`src/pwdb_pkg.sv`:
```
// Shared constants, register layouts and types for the pwm dead-band and shutdown block
package pwdb_pkg;

  // Register byte offsets on the AHB-Lite window
  localparam logic [7:0] OFS_DBCFG = 8'h00;
  localparam logic [7:0] OFS_SDCTL = 8'h04;
  localparam logic [7:0] OFS_MODE  = 8'h08;
  localparam logic [7:0] OFS_ISTAT = 8'h0C;
  localparam logic [7:0] OFS_IMASK = 8'h10;
  localparam logic [7:0] OFS_STAT  = 8'h14;

  // Widths and counts
  localparam int unsigned DB_DELAY_W  = 7;
  localparam int unsigned CLK_PER_TCY = 4;
  localparam int unsigned IRQ_W       = 2;

  // Interrupt status bit positions
  localparam int unsigned IRQ_SHUTDOWN = 0;
  localparam int unsigned IRQ_RESTART  = 1;

  // Shutdown source bit positions inside the select field
  localparam int unsigned SRC_CMP1  = 0;
  localparam int unsigned SRC_CMP2  = 1;
  localparam int unsigned SRC_FAULT = 2;

  // Pin-pair shutdown state encoding, bit 1 set means float
  localparam logic [1:0] SDS_LOW   = 2'h0;
  localparam logic [1:0] SDS_HIGH  = 2'h1;
  localparam int unsigned SDS_FLOAT_BIT = 1;

  // Reset values
  localparam logic [7:0] DBCFG_RST = 8'h00;
  localparam logic [7:0] SDCTL_RST = 8'h00;
  localparam logic [2:0] MODE_RST  = 3'h0;
  localparam logic [1:0] IMASK_RST = 2'h0;

  // Output pin modes
  typedef enum logic [1:0] {
    PWDB_SINGLE,
    PWDB_FULL_FWD,
    PWDB_HALF,
    PWDB_FULL_REV
  } pwdb_mode_t;

  // Dead-band and restart configuration register
  typedef struct packed {
    logic                  auto_restart_enable;
    logic [DB_DELAY_W-1:0] deadband_delay_count;
  } pwdb_dbcfg_t;

  // Shutdown control register
  typedef struct packed {
    logic       shutdown_active_flag;
    logic [2:0] shutdown_source_select;
    logic [1:0] pair_ac_shutdown_state;
    logic [1:0] pair_bd_shutdown_state;
  } pwdb_sdctl_t;

  // Output mode register
  typedef struct packed {
    logic       enable;
    pwdb_mode_t mode;
  } pwdb_modereg_t;

  // Levels and enables of the four pins, index 0..3 is a, b, c, d
  typedef struct packed {
    logic [3:0] lvl;
    logic [3:0] oe;
  } pwdb_pins_t;

endpackage

```
`src/pwdb_deadband.sv`:
```
// Dead-band delay stage for one pwm output line
`timescale 1ns/1ps
module pwdb_deadband
  import pwdb_pkg::*;
#(
  parameter int unsigned DELAY_W  = DB_DELAY_W,
  parameter int unsigned TCY_CLKS = CLK_PER_TCY
) (
  // Clock and reset
  input  wire logic               hclk,
  input  wire logic               hresetn,
  // Delay setting and level
  input  wire logic [DELAY_W-1:0] delay_count,
  input  wire logic               level_in,
  output wire logic               level_out
);

  localparam int unsigned CNT_W = DELAY_W + $clog2(TCY_CLKS) + 1;

  typedef struct packed {
    logic [CNT_W-1:0] cnt;
    logic             prev;
    logic             out;
  } pwdb_db_state_t;

  pwdb_db_state_t   st_reg;
  pwdb_db_state_t   st_next;
  logic [CNT_W-1:0] load_val;
  logic [CNT_W:0]   run_len_reg;
  logic [CNT_W-1:0] load_reg;

  // Refuse sizes the counter cannot hold
  generate
    if (DELAY_W < 1 || DELAY_W > 16 || TCY_CLKS < 1) begin : g_bad_param
      $error("pwdb_deadband: unsupported parameters");
    end
  endgenerate

  assign load_val = CNT_W'(32'(delay_count) * TCY_CLKS);

  // Edge handling: only the rising edge waits
  always_comb begin
    st_next      = st_reg;
    st_next.prev = level_in;
    if (!level_in) begin
      st_next.out = 1'b0;
      st_next.cnt = '0;
    end else if (!st_reg.prev) begin
      if (load_val == '0) begin
        st_next.out = 1'b1;
      end else begin
        st_next.cnt = load_val;
      end
    end else if (st_reg.cnt != '0) begin
      st_next.cnt = st_reg.cnt - CNT_W'(1);
      if (st_reg.cnt == CNT_W'(1)) begin
        st_next.out = 1'b1;
      end
    end
  end

  always_ff @(posedge hclk or negedge hresetn) begin
    if (!hresetn) begin
      st_reg <= '0;
    end else begin
      st_reg <= st_next;
    end
  end

  assign level_out = st_reg.out;

  // Cycles the input has been high, for the checks only
  always_ff @(posedge hclk or negedge hresetn) begin
    if (!hresetn) begin
      run_len_reg <= '0;
    end else if (!level_in) begin
      run_len_reg <= '0;
    end else if (run_len_reg != '1) begin
      run_len_reg <= run_len_reg + (CNT_W+1)'(1);
    end
  end

  // Count taken at the last rising input, for the checks only
  // A count rewritten mid-delay must not be judged against the new value
  always_ff @(posedge hclk or negedge hresetn) begin
    if (!hresetn) begin
      load_reg <= '0;
    end else if (level_in && !st_reg.prev) begin
      load_reg <= load_val;
    end
  end
endmodule

```
`src/pwdb_top.sv`:
```
// Dead-band insertion and auto-shutdown for a four-pin enhanced pwm output stage
//
// Summary of operation
// - In half-bridge mode, inactive-to-active edges wait; active-to-inactive edges pass at once.
// - Dead-band equals the 7-bit delay count times one instruction cycle (four clocks).
// - Auto-shutdown works in every enhanced mode and covers every active pin.
// - Comparator one, comparator two, low fault pin, any mix, chosen by bits 6:4.
// - With no source selected, shutdown never starts; here a software write of 1 to bit 7 still starts it while restart is off.
// - A shutdown event forces pins to their shutdown states at once, without a clock.
// - Each pin pair independently drives high, drives low or floats in shutdown.
// - Hardware sets the shutdown flag, bit 7, and pins stay forced while set.
// - With restart enabled the flag clears when the cause ends; else software clears.
// - Flag set at a period start keeps pins forced for that whole period.
// - After the flag clears, normal output returns only at the next period start.
// - Software writes to the flag are ignored while a selected source is active.
//
// Chosen here: the register addresses and the AHB-Lite interface to the registers.
`timescale 1ns/1ps
module pwdb_top
  import pwdb_pkg::*;
(
  // Clock and reset
  input  wire logic        hclk,
  input  wire logic        hresetn,
  // AHB-Lite slave
  input  wire logic        hsel,
  input  wire logic [31:0] haddr,
  input  wire logic [1:0]  htrans,
  input  wire logic        hwrite,
  input  wire logic [2:0]  hsize,
  input  wire logic [31:0] hwdata,
  input  wire logic        hready,
  output wire logic        hreadyout,
  output wire logic        hresp,
  output wire logic [31:0] hrdata,
  // Pwm generator
  input  wire logic        pwm_level,
  input  wire logic        pwm_period_start,
  // Shutdown sources
  input  wire logic        cmp1_out,
  input  wire logic        cmp2_out,
  input  wire logic        fault_input_n,
  // Output pins
  output wire logic        pwm_out_a,
  output wire logic        pwm_out_a_oe,
  output wire logic        pwm_out_b,
  output wire logic        pwm_out_b_oe,
  output wire logic        pwm_out_c,
  output wire logic        pwm_out_c_oe,
  output wire logic        pwm_out_d,
  output wire logic        pwm_out_d_oe,
  // Interrupt
  output wire logic        irq
);

  typedef struct packed {
    pwdb_dbcfg_t      dbcfg;
    pwdb_sdctl_t      sdctl;
    pwdb_modereg_t    modereg;
    logic [IRQ_W-1:0] imask;
    logic [IRQ_W-1:0] istat;
    logic             held;
    logic             wr_pend;
    logic             rd_pend;
    logic [7:0]       addr;
    logic             ready;
    logic [31:0]      rdata;
    pwdb_pins_t       pins;
    logic             irq;
  } pwdb_state_t;

  pwdb_state_t st_reg;
  pwdb_state_t st_next;
  logic        accept;
  logic        sd_wr;
  logic        src_hit;
  logic        sd_now;
  logic        flag_next;
  logic        held_next;
  logic [2:0]  src_vec;
  logic [1:0]  db_in;
  logic [1:0]  db_out;
  logic [7:0]  rd_val;
  logic [IRQ_W-1:0] irq_set;
  pwdb_pins_t  norm;
  pwdb_pins_t  pin;

  // Address phase taken only with hready high
  assign accept = hsel && hready && htrans[1];
  assign sd_wr  = st_reg.wr_pend && (st_reg.addr == OFS_SDCTL);

  assign src_vec[SRC_CMP1]  = cmp1_out;
  assign src_vec[SRC_CMP2]  = cmp2_out;
  assign src_vec[SRC_FAULT] = !fault_input_n;
  assign src_hit = st_reg.modereg.enable && |(st_reg.sdctl.shutdown_source_select & src_vec);

  assign sd_now = st_reg.modereg.enable && (src_hit || st_reg.sdctl.shutdown_active_flag || st_reg.held);

  // Flag update, hardware set beats any clear
  always_comb begin
    flag_next = st_reg.sdctl.shutdown_active_flag;
    if (sd_wr && !src_hit) begin
      flag_next = hwdata[7];
    end
    if (st_reg.dbcfg.auto_restart_enable && !src_hit) begin
      flag_next = 1'b0;
    end
    if (src_hit) begin
      flag_next = 1'b1;
    end
  end

  always_comb begin
    if (st_reg.sdctl.shutdown_active_flag) begin
      held_next = 1'b1;
    end else if (pwm_period_start) begin
      held_next = 1'b0;
    end else begin
      held_next = st_reg.held;
    end
  end

  // Dead-band stages feed only the half-bridge pair
  assign db_in[0] = (st_reg.modereg.mode == PWDB_HALF) && pwm_level;
  assign db_in[1] = (st_reg.modereg.mode == PWDB_HALF) && !pwm_level;

  generate
    for (genvar g = 0; g < 2; g++) begin : g_db
      pwdb_deadband #(
        .DELAY_W  (DB_DELAY_W),
        .TCY_CLKS (CLK_PER_TCY)
      ) u_db (
        .hclk        (hclk),
        .hresetn     (hresetn),
        .delay_count (st_reg.dbcfg.deadband_delay_count),
        .level_in    (db_in[g]),
        .level_out   (db_out[g])
      );
    end
  endgenerate

  // Normal pin levels per mode; unused pins are not driven
  always_comb begin
    norm = '0;
    unique case (st_reg.modereg.mode)
      PWDB_SINGLE: begin
        norm.lvl = {3'h0, pwm_level};
        norm.oe  = 4'h1;
      end
      PWDB_FULL_FWD: begin
        norm.lvl = {pwm_level, 2'h0, 1'b1};
        norm.oe  = 4'hF;
      end
      PWDB_HALF: begin
        norm.lvl = {2'h0, db_out};
        norm.oe  = 4'h3;
      end
      PWDB_FULL_REV: begin
        norm.lvl = {1'b0, 1'b1, pwm_level, 1'b0};
        norm.oe  = 4'hF;
      end
    endcase
    if (!st_reg.modereg.enable) begin
      norm = '0;
    end
  end

  // Register read mux
  always_comb begin
    rd_val = 8'h00;
    unique case (st_reg.addr)
      OFS_DBCFG: rd_val = st_reg.dbcfg;
      OFS_SDCTL: rd_val = st_reg.sdctl;
      OFS_MODE:  rd_val = {5'h00, st_reg.modereg};
      OFS_ISTAT: rd_val = {6'h00, st_reg.istat};
      OFS_IMASK: rd_val = {6'h00, st_reg.imask};
      OFS_STAT:  rd_val = {3'h0, st_reg.held, sd_now, src_vec};
      default:   rd_val = 8'h00;
    endcase
  end

  // Events: flag rising, and outputs returning at a period start
  assign irq_set[IRQ_SHUTDOWN] = flag_next && !st_reg.sdctl.shutdown_active_flag;
  assign irq_set[IRQ_RESTART]  = st_reg.held && !held_next;

  // Next state of the whole block
  always_comb begin
    st_next         = st_reg;
    st_next.wr_pend = accept && hwrite;
    st_next.rd_pend = accept && !hwrite;
    st_next.ready   = !(accept && !hwrite);
    if (accept) begin
      st_next.addr = haddr[7:0];
    end
    // Read data one wait state later, so a write just before is seen
    if (st_reg.rd_pend) begin
      st_next.rdata = {24'h000000, rd_val};
    end
    // Write data phase; unmapped offsets are ignored
    if (st_reg.wr_pend) begin
      unique case (st_reg.addr)
        OFS_DBCFG: st_next.dbcfg = pwdb_dbcfg_t'(hwdata[7:0]);
        OFS_SDCTL: begin
          st_next.sdctl.shutdown_source_select = hwdata[6:4];
          st_next.sdctl.pair_ac_shutdown_state = hwdata[3:2];
          st_next.sdctl.pair_bd_shutdown_state = hwdata[1:0];
        end
        OFS_MODE:  st_next.modereg = pwdb_modereg_t'(hwdata[2:0]);
        OFS_IMASK: st_next.imask = hwdata[IRQ_W-1:0];
        default: ;
      endcase
    end
    st_next.sdctl.shutdown_active_flag = flag_next;
    st_next.held                       = held_next;
    // Write-one-to-clear, a new event wins over the clear
    st_next.istat = st_reg.istat | irq_set;
    if (st_reg.wr_pend && st_reg.addr == OFS_ISTAT) begin
      st_next.istat = (st_reg.istat & ~hwdata[IRQ_W-1:0]) | irq_set;
    end
    st_next.irq  = |(st_next.istat & st_next.imask);
    st_next.pins = norm;
  end

  always_ff @(posedge hclk or negedge hresetn) begin
    if (!hresetn) begin
      st_reg         <= '0;
      st_reg.dbcfg   <= pwdb_dbcfg_t'(DBCFG_RST);
      st_reg.sdctl   <= pwdb_sdctl_t'(SDCTL_RST);
      st_reg.modereg <= pwdb_modereg_t'(MODE_RST);
      st_reg.imask   <= IMASK_RST;
      st_reg.ready   <= 1'b1;
    end else begin
      st_reg <= st_next;
    end
  end

  // combinational override, no clock edge in the path
  // only pins active in the mode
  generate
    for (genvar p = 0; p < 4; p++) begin : g_pin
      logic [1:0] sds;
      // pair a/c even, pair b/d odd
      assign sds = (p % 2 == 0) ? st_reg.sdctl.pair_ac_shutdown_state : st_reg.sdctl.pair_bd_shutdown_state;
      assign pin.lvl[p] = sd_now ? (sds == SDS_HIGH) : st_reg.pins.lvl[p];
      assign pin.oe[p]  = st_reg.pins.oe[p] && !(sd_now && sds[SDS_FLOAT_BIT]);
    end
  endgenerate

  assign pwm_out_a    = pin.lvl[0];
  assign pwm_out_b    = pin.lvl[1];
  assign pwm_out_c    = pin.lvl[2];
  assign pwm_out_d    = pin.lvl[3];
  assign pwm_out_a_oe = pin.oe[0];
  assign pwm_out_b_oe = pin.oe[1];
  assign pwm_out_c_oe = pin.oe[2];
  assign pwm_out_d_oe = pin.oe[3];

  // Bus answers; errors are never signalled
  assign hreadyout = st_reg.ready;
  assign hresp     = 1'b0;
  assign hrdata    = st_reg.rdata;
  assign irq       = st_reg.irq;
endmodule

```
`config.mk`:
```
export PLATFORM = sky130hd
export DESIGN_NAME = pwdb_top
export DESIGN_NICKNAME = d
export VERILOG_FILES = /design/src/pwdb_pkg.sv /design/src/pwdb_deadband.sv /design/src/pwdb_top.sv
export SDC_FILE = /design/constraint.sdc
export NUM_CORES = 1
export LEC_CHECK = 0
export BUFFER_PORTS_ARGS = -buffer_cell sky130_fd_sc_hd__buf_2
export CORE_UTILIZATION = 58
export CTS_BUF_LIST = sky130_fd_sc_hd__clkbuf_8
export DETAILED_ROUTE_END_ITERATION = 12
export PLACE_DENSITY = 0.94
export REMOVE_ABC_BUFFERS = 1
export SLEW_MARGIN = 5
export SYNTH_ARGS = -nofsm -noshare
export SYNTH_HDL_FRONTEND = slang
export SYNTH_SLANG_ARGS = --single-unit
```
`constraint.sdc`:
```
create_clock -name hclk -period 5.5 [get_ports hclk]
set_input_delay 0 -clock hclk [delete_from_list [all_inputs] [get_ports hclk]]
set_output_delay 0 -clock hclk [all_outputs]
set_load 0.05 [all_outputs]
```
==> results.cfg, run 1 <==
[synth]
synth_top_area_share_pct = 44.5
ys_async_sr_fraction_pct = 100
synth.most_common_cell = dfrtp_1
synth_area_sq_um = 4160
synthTopCellsByArea = dfrtp_1, mux2_2, buf_4
syn-instance-count = 391
ys_warn_count = 0
synth.top_cells.by_count = dfrtp_1, buf_4, mux2_2
netlist-cell-type-count = 64
ys_ff_latch = 75
ys.flop_type = dfrtp_1
yosysTopAreaCell = dfrtp_1
avgSynthCellArea_sq_um = 10.6
synth_edf_count = 0
ys_seq_area_share_pct = 45.1

[layout]
fin_nets = 530
finalInstanceArea_sq_um = 4720
largest_register_ffs = 37
post-route-util_pct = 68.7
final_cells = 546
n_antenna_cell = 0
drive_gt1_share_pct = 24.4
ff_latch_area_sq_um = 1880
nFillCells = 471
multiInputGateArea_sq_um = 1970
area_growth_pct = 13.3

[clocking]
htreeDepth = 3
cts_buffers = 9
path_clk_slew_ns = 0.09
post_cts_buffers = 0
clock_latency_ns = 0.35
cts_tree = yes
ctsLongestPathBuffers = 2
cts_sinks = 75
cts_root_buf = clkbuf_8

[global_routing]
overflow = 0
grtUsageTotal_pct = 28.1
antenna_found_initial = 0
grt_pass1_vias = 3379
grt_max_degree = 76
grt_first_pass_wirelength_mm = 16.3

[floorplan]
num_rows = 30
design.core.area_sq_um = 6870
initial_core_util_pct = 60.6
die_x_um = 86.7
io_pins = 122
fp.dieArea_sq_um = 7520
die_h_um = 86.7

[critical_path]
cp.buffers_inverters = 0
cp-end-kind = register
reg2reg_slack_ns = 3.03
crit_type = register to register
r2r-end = g_db[1].u_db.st_reg[9]
reg2reg_depth = 4
reg2reg_from = st_reg[74]
cp_slowest_cell = nor4_4
critPathMaxStageDelay_ns = 0.75
path_delay_family = simple AND/OR/NAND/NOR gates
cp_max_fo = 16
critPathLaunchType = register
crit_required_ns = 5.74
crit_arrival_ns = 2.71
cp_cell_sequence = or4_4, nor4_4, a211oi_1, a311oi_1

[placement]
dp.cells = 510
hpwlAfterDp_mm = 6.20
gp_congestion = 0.871
place_area_sq_um = 4290
port_buffers = 44

[timing]
slew-limit-headroom_pct = 34.8
hold_violations = 0
fin_tns_setup_ns = 0
finalCriticalPeriod_ns = 2.47
rsz0062_at_grt = no
finalSetupViolCount = 0
fin_skew_ns = 0.0184
fmax_mhz = 406
slew_violations = 0
min_period_over_period_pct = 44.8
worst_slew_pin_slew_ns = 0.970

[route]
drt_wl_total_mm = 10.1
routedWlPerCell_um = 18.6
dr.pass1.iters = 5
vias = 3466
drcViolationCount = 0
drtAntennaViolNets = 0
viasPerCell = 6.35
drt_iter0_markers = 376

[min_path]
whs_path_depth = 5
hold_class = primary input to register
min_from = cmp1_out
holdPathEnd = hrdata[0]

[power]
total_power_uw = 1440
p_seq_share_pct = 45.8
pwr-share-comb_pct = 19.7
peakVddDrop_mv = 0.163
power_leakage_uw = 0.00218
switching_share_pct = 32.3
p_clk_share_pct = 34.5
p_per_area_nw_per_um2 = 304
p_int_uw = 973
p_sw_uw = 463

[run_status]
status = completed

[job]
maxCapViolCount = 0
what timing repair did:
action / in CTS / in global routing
hold buffers: 20 / 0
endpoints found under the hold margin: 106 / 0
gates resized for setup: 0 / 0
power by group through the flow:
stage          clock [uW]  sequential, uW  combinational [uW]
2_1_floorplan           0             665                 187
3_3_place_gp            0             660                 255
3_5_place_dp            0             663                 262
4_1_cts               492             653                 278
5_1_grt               523             663                 303
6_report              495             657                 283
cell families (layout without fill, tap and decap cells):
family                     count (synthesis)  after routing  share of synthesized area (%)
and+or+nand+nor                          105            105                           15.6
muxes                                     50             50                           13.6
other                                      1             25                         0.0901
AOI/OAI and AO/OA                         84             84                           14.1
adders and majority gates                  6              6                           1.80
DFF                                       75             75                           45.1
buffers and inverters                     70            105                           9.74
worst max-delay path by stage:
| stage | startpoint | slack (ns) | to | cells past startpoint |
|---|---|---|---|---|
| 2_1_floorplan | st_reg[64] | 3.43 | pwm_out_a_oe | 3 |
| 3_3_place_gp | st_reg[74] | 3.19 | g_db[0].u_db.st_reg[9] | 4 |
| 5_1_grt | st_reg[74] | 2.99 | g_db[0].u_db.st_reg[9] | 4 |
| 4_1_cts | st_reg[74] | 3.12 | g_db[1].u_db.st_reg[9] | 4 |
| 3_5_place_dp | st_reg[74] | 3.19 | g_db[0].u_db.st_reg[6] | 4 |
| 6_report | st_reg[74] | 3.03 | g_db[1].u_db.st_reg[9] | 4 |
worst min-delay path, delay by kind of cell:
| kind | cells | cell delay, ns |
|---|---|---|
| buffers and inverters | 1 | 0.09 |
| AOI/OAI and AO/OA | 1 | 0.12 |
| and+or+nand+nor | 1 | 0.08 |
| muxes | 2 | 0.15 |
metal layers:
layer | vias up | GRT usage, % | share of wire, %
met5 | - | 0 | 0
met4 | 0 | 15.5 | 4.8
met3 | 64 | 4.57 | 8.8
met2 | 246 | 44.4 | 47
met1 | 1664 | 37.2 | 39
li1 | 1492 | - | -
per-stage QoR:
stage	setup WS, ns	hold slack [ns]
after floorplan	3.43	-0.296
after global placement	3.19	0.232
after detailed placement	3.19	0.236
after CTS	3.12	0.109
after global routing	2.99	0.189
final	3.03	0.143
placed cells by master, fill, tap and decap left out, types with 3 or more instances in the layout:
cell           instances
and2_1                 4
mux2_2                32
a211oi_1              10
and4_1                 3
or3_2                  3
nor2b_1                5
nand2_1               13
a31oi_1                6
conb_1                25
inv_1                 24
and3_1                 3
clkbuf_8              10
buf_2                 44
dlygate4sd3_1         20
dfrtp_1               74
nand2b_1               4
nand3_1                9
o22ai_1                7
a21oi_1               18
nor2_1                21
o21ai_0                9
nand4_1                8
ha_1                   6
mux2i_1               16
a311oi_1               6
a21boi_0               4
nor3_1                 9
cell type report:
type                            count  share of cell area [%]
Timing Repair Buffer               65                    9.07
Clock buffer                       10                    2.92
Multi-Input combinational cell    270                    41.8
Tap cell                           96                    2.55
Inverter                           24                    1.91
Sequential cell                    75                    39.8
Clock inverter                      6                    1.99
(Power assumes the default switching activity.)
==> run 2: changes to the inputs <==
--- a/config.mk
+++ b/config.mk
@@ -6,10 +6,10 @@
 export NUM_CORES = 1
 export LEC_CHECK = 0
 export BUFFER_PORTS_ARGS = -buffer_cell sky130_fd_sc_hd__buf_2
-export CORE_UTILIZATION = 58
+export CORE_UTILIZATION = 49
 export CTS_BUF_LIST = sky130_fd_sc_hd__clkbuf_8
 export DETAILED_ROUTE_END_ITERATION = 12
-export PLACE_DENSITY = 0.94
+export PLACE_DENSITY = 0.85
 export REMOVE_ABC_BUFFERS = 1
 export SLEW_MARGIN = 5
 export SYNTH_ARGS = -nofsm -noshare
==> constraint.sdc (replaced) <==
create_clock -name hclk -period 2.15 [get_ports hclk]
set_input_delay 0 -clock hclk [delete_from_list [all_inputs] [get_ports hclk]]
set_output_delay 0 -clock hclk [all_outputs]
set_load 0.05 [all_outputs]
==> run 2 against run 1 <==
Final area up 3.4%. Final cell count up 5.3%. Total power increased to 2.5 times the previous value. Highest routed layer unchanged. First-iteration DRC count down 15%. Routed wire length decreased by 3.6%. Register-to-register slack lost 2.9 ns. Count of clock-buffer cells in the layout unchanged. Critical path depth rose by 3. Clock power increased by 130%. Worst setup slack got worse by 2.9 ns. Critical endpoint is now g_db[1].u_db.st_reg[8]. Sequential share of layout area down 1.3 points. Sequential power rose to 2.5 times the previous value.
==> results.cfg, run 2 (synthesized netlist as in run 1, its figures left out) <==
[critical_path]
cp_slowest_cell = or3b_2
path_delay_family = simple AND/OR/NAND/NOR gates
cp.depth = 7
endpoint = g_db[1].u_db.st_reg[8]
cp.buffers_inverters = 2
crit_type = register to register
cp-end-kind = register
reg2reg_depth = 7
cp_max_fo = 6
crit_arrival_ns = 2.31
reg2reg_slack_ns = 0.09
critPathMaxStageDelay_ns = 0.49
critPathLaunch = g_db[1].u_db.st_reg[3]
r2r-end = g_db[1].u_db.st_reg[8]
crit_required_ns = 2.40
critPathLaunchType = register
cp_cell_sequence = inv_1, ha_1, or3b_2, nor4_4, buf_4, a21oi_1, o221a_2
reg2reg_from = g_db[1].u_db.st_reg[3]

[route]
route.top_layer_used = met4
viasPerCell = 5.86
wl_met3_um = 586
routedWlPerCell_um = 17.0
wl_met1_mm = 3.97
drcViolationCount = 0
drtAntennaViolNets = 0
dr.pass1.iters = 4
drt_iter0_markers = 321
drt_wl_total_mm = 9.78
route.met2.wl_mm = 4.96
vias = 3367

[layout]
largest_register_ffs = 37
post-route-util_pct = 59.4
n_antenna_cell = 0
final_cell_mix = dfrtp_1, buf_2, mux2_2
drive_gt1_share_pct = 28.1
area_growth_pct = 17.2
final_common_cell = dfrtp_1
fin_nets = 550

[global_routing]
grt_first_pass_wirelength_mm = 15.6
grt_pass1_vias = 3249
grtUsageTotal_pct = 23.2
grt_max_degree = 47
overflow = 0
antenna_found_initial = 0

[floorplan]
die_x_um = 94.2
initial_core_util_pct = 50.7
die_h_um = 94.2
fp.dieArea_sq_um = 8870
io_pins = 122
num_rows = 33
design.core.area_sq_um = 8220

[timing]
slew_violations = 0
rsz0062_at_grt = no
finalCriticalPeriod_ns = 2.06
fin_tns_setup_ns = 0
min_period_over_period_pct = 95.7
hold_violations = 0
fin_skew_ns = 0.0105
worst_slew_pin_slew_ns = 0.672
slew-limit-headroom_pct = 55.2
finalSetupViolCount = 0
fin_ws_ns = 0.0923
fmax_mhz = 486

[placement]
gp_congestion = 0.869
hpwlAfterDp_mm = 6.86
place_ws_ns = 0.0906
port_buffers = 44

[min_path]
hold_class = primary input to register
min_from = cmp2_out

[clocking]
ctsLongestPathBuffers = 2
htreeDepth = 3
path_clk_slew_ns = 0.08
clock_latency_ns = 0.36
cts_buffers = 9
cts_root_buf = clkbuf_8
cts_sinks = 75
cts_tree = yes

[power]
p_per_area_nw_per_um2 = 736
peakVddDrop_mv = 0.322
power_leakage_uw = 0.00226

[run_status]
status = completed

[job]
maxCapViolCount = 0
[run 2: worst min-delay path: stages]
cell and delay, ns:
buf_2 0.10, a22oi_1 0.11, nand2_1 0.10, nand2_1 0.05
o21ai_0 0.06
[run 2: report_power, final]
part	internal (uW)	leakage [uW]	switching (uW)	total, uW
sequential	1510	0.000978	134	1650
clock	579	0.0000999	559	1140
combinational	319	0.00119	484	802
total	2410	0.00226	1180	3590
[run 2: cell type report]
type                    count  area (sq um)
fillers                   628          3340
multi-input cells         270          1980
flip-flops and latches     75          1880
repair buffers             85           591
clock buffers              10           138
well taps                 105           131
inverters                  24          90.1
clock inverters             6          71.3
[run 2: how the worst min path moves through the flow]
stage / endpoint / slack (ns) / depth (start not counted)
finish: st_reg[67] / 0.09 / 5
global route: hrdata[2] / 0.10 / 4
CTS: st_reg[67] / 0.07 / 5
detailed placement: st_reg[66] / 0.07 / 1
global placement: st_reg[66] / 0.07 / 1
floorplan: g_db[0].u_db.level_out / -0.30 / 0
[run 2: metrics by stage]
step                instances  power, uW  hold slack (ns)  area (sq um)
floorplan                 369       2180           -0.296          3940
global placement          538       2390           0.0711          4450
detailed placement        538       2430           0.0698          4450
CTS                       574       3580           0.0735          4860
global route              575       3740            0.100          4880
finish                    575       3590           0.0880          4880
[run 2: what timing repair did]
| action | in CTS | in global routing |
|---|---|---|
| endpoints found under the setup margin | 0 | 2 |
| buffers inserted | 0 | 1 |
| resized for setup | 0 | 2 |
| hold endpoints to repair | 66 | 0 |
| hold buffers | 20 | 0 |
[run 2: per-layer routing]
metal / up-vias / track usage [%]
li1: 1538 / -
met1: 1666 / 29.3
met2: 137 / 37.9
met3: 26 / 4.29
met4: 0 / 11.5
met5: - / 0
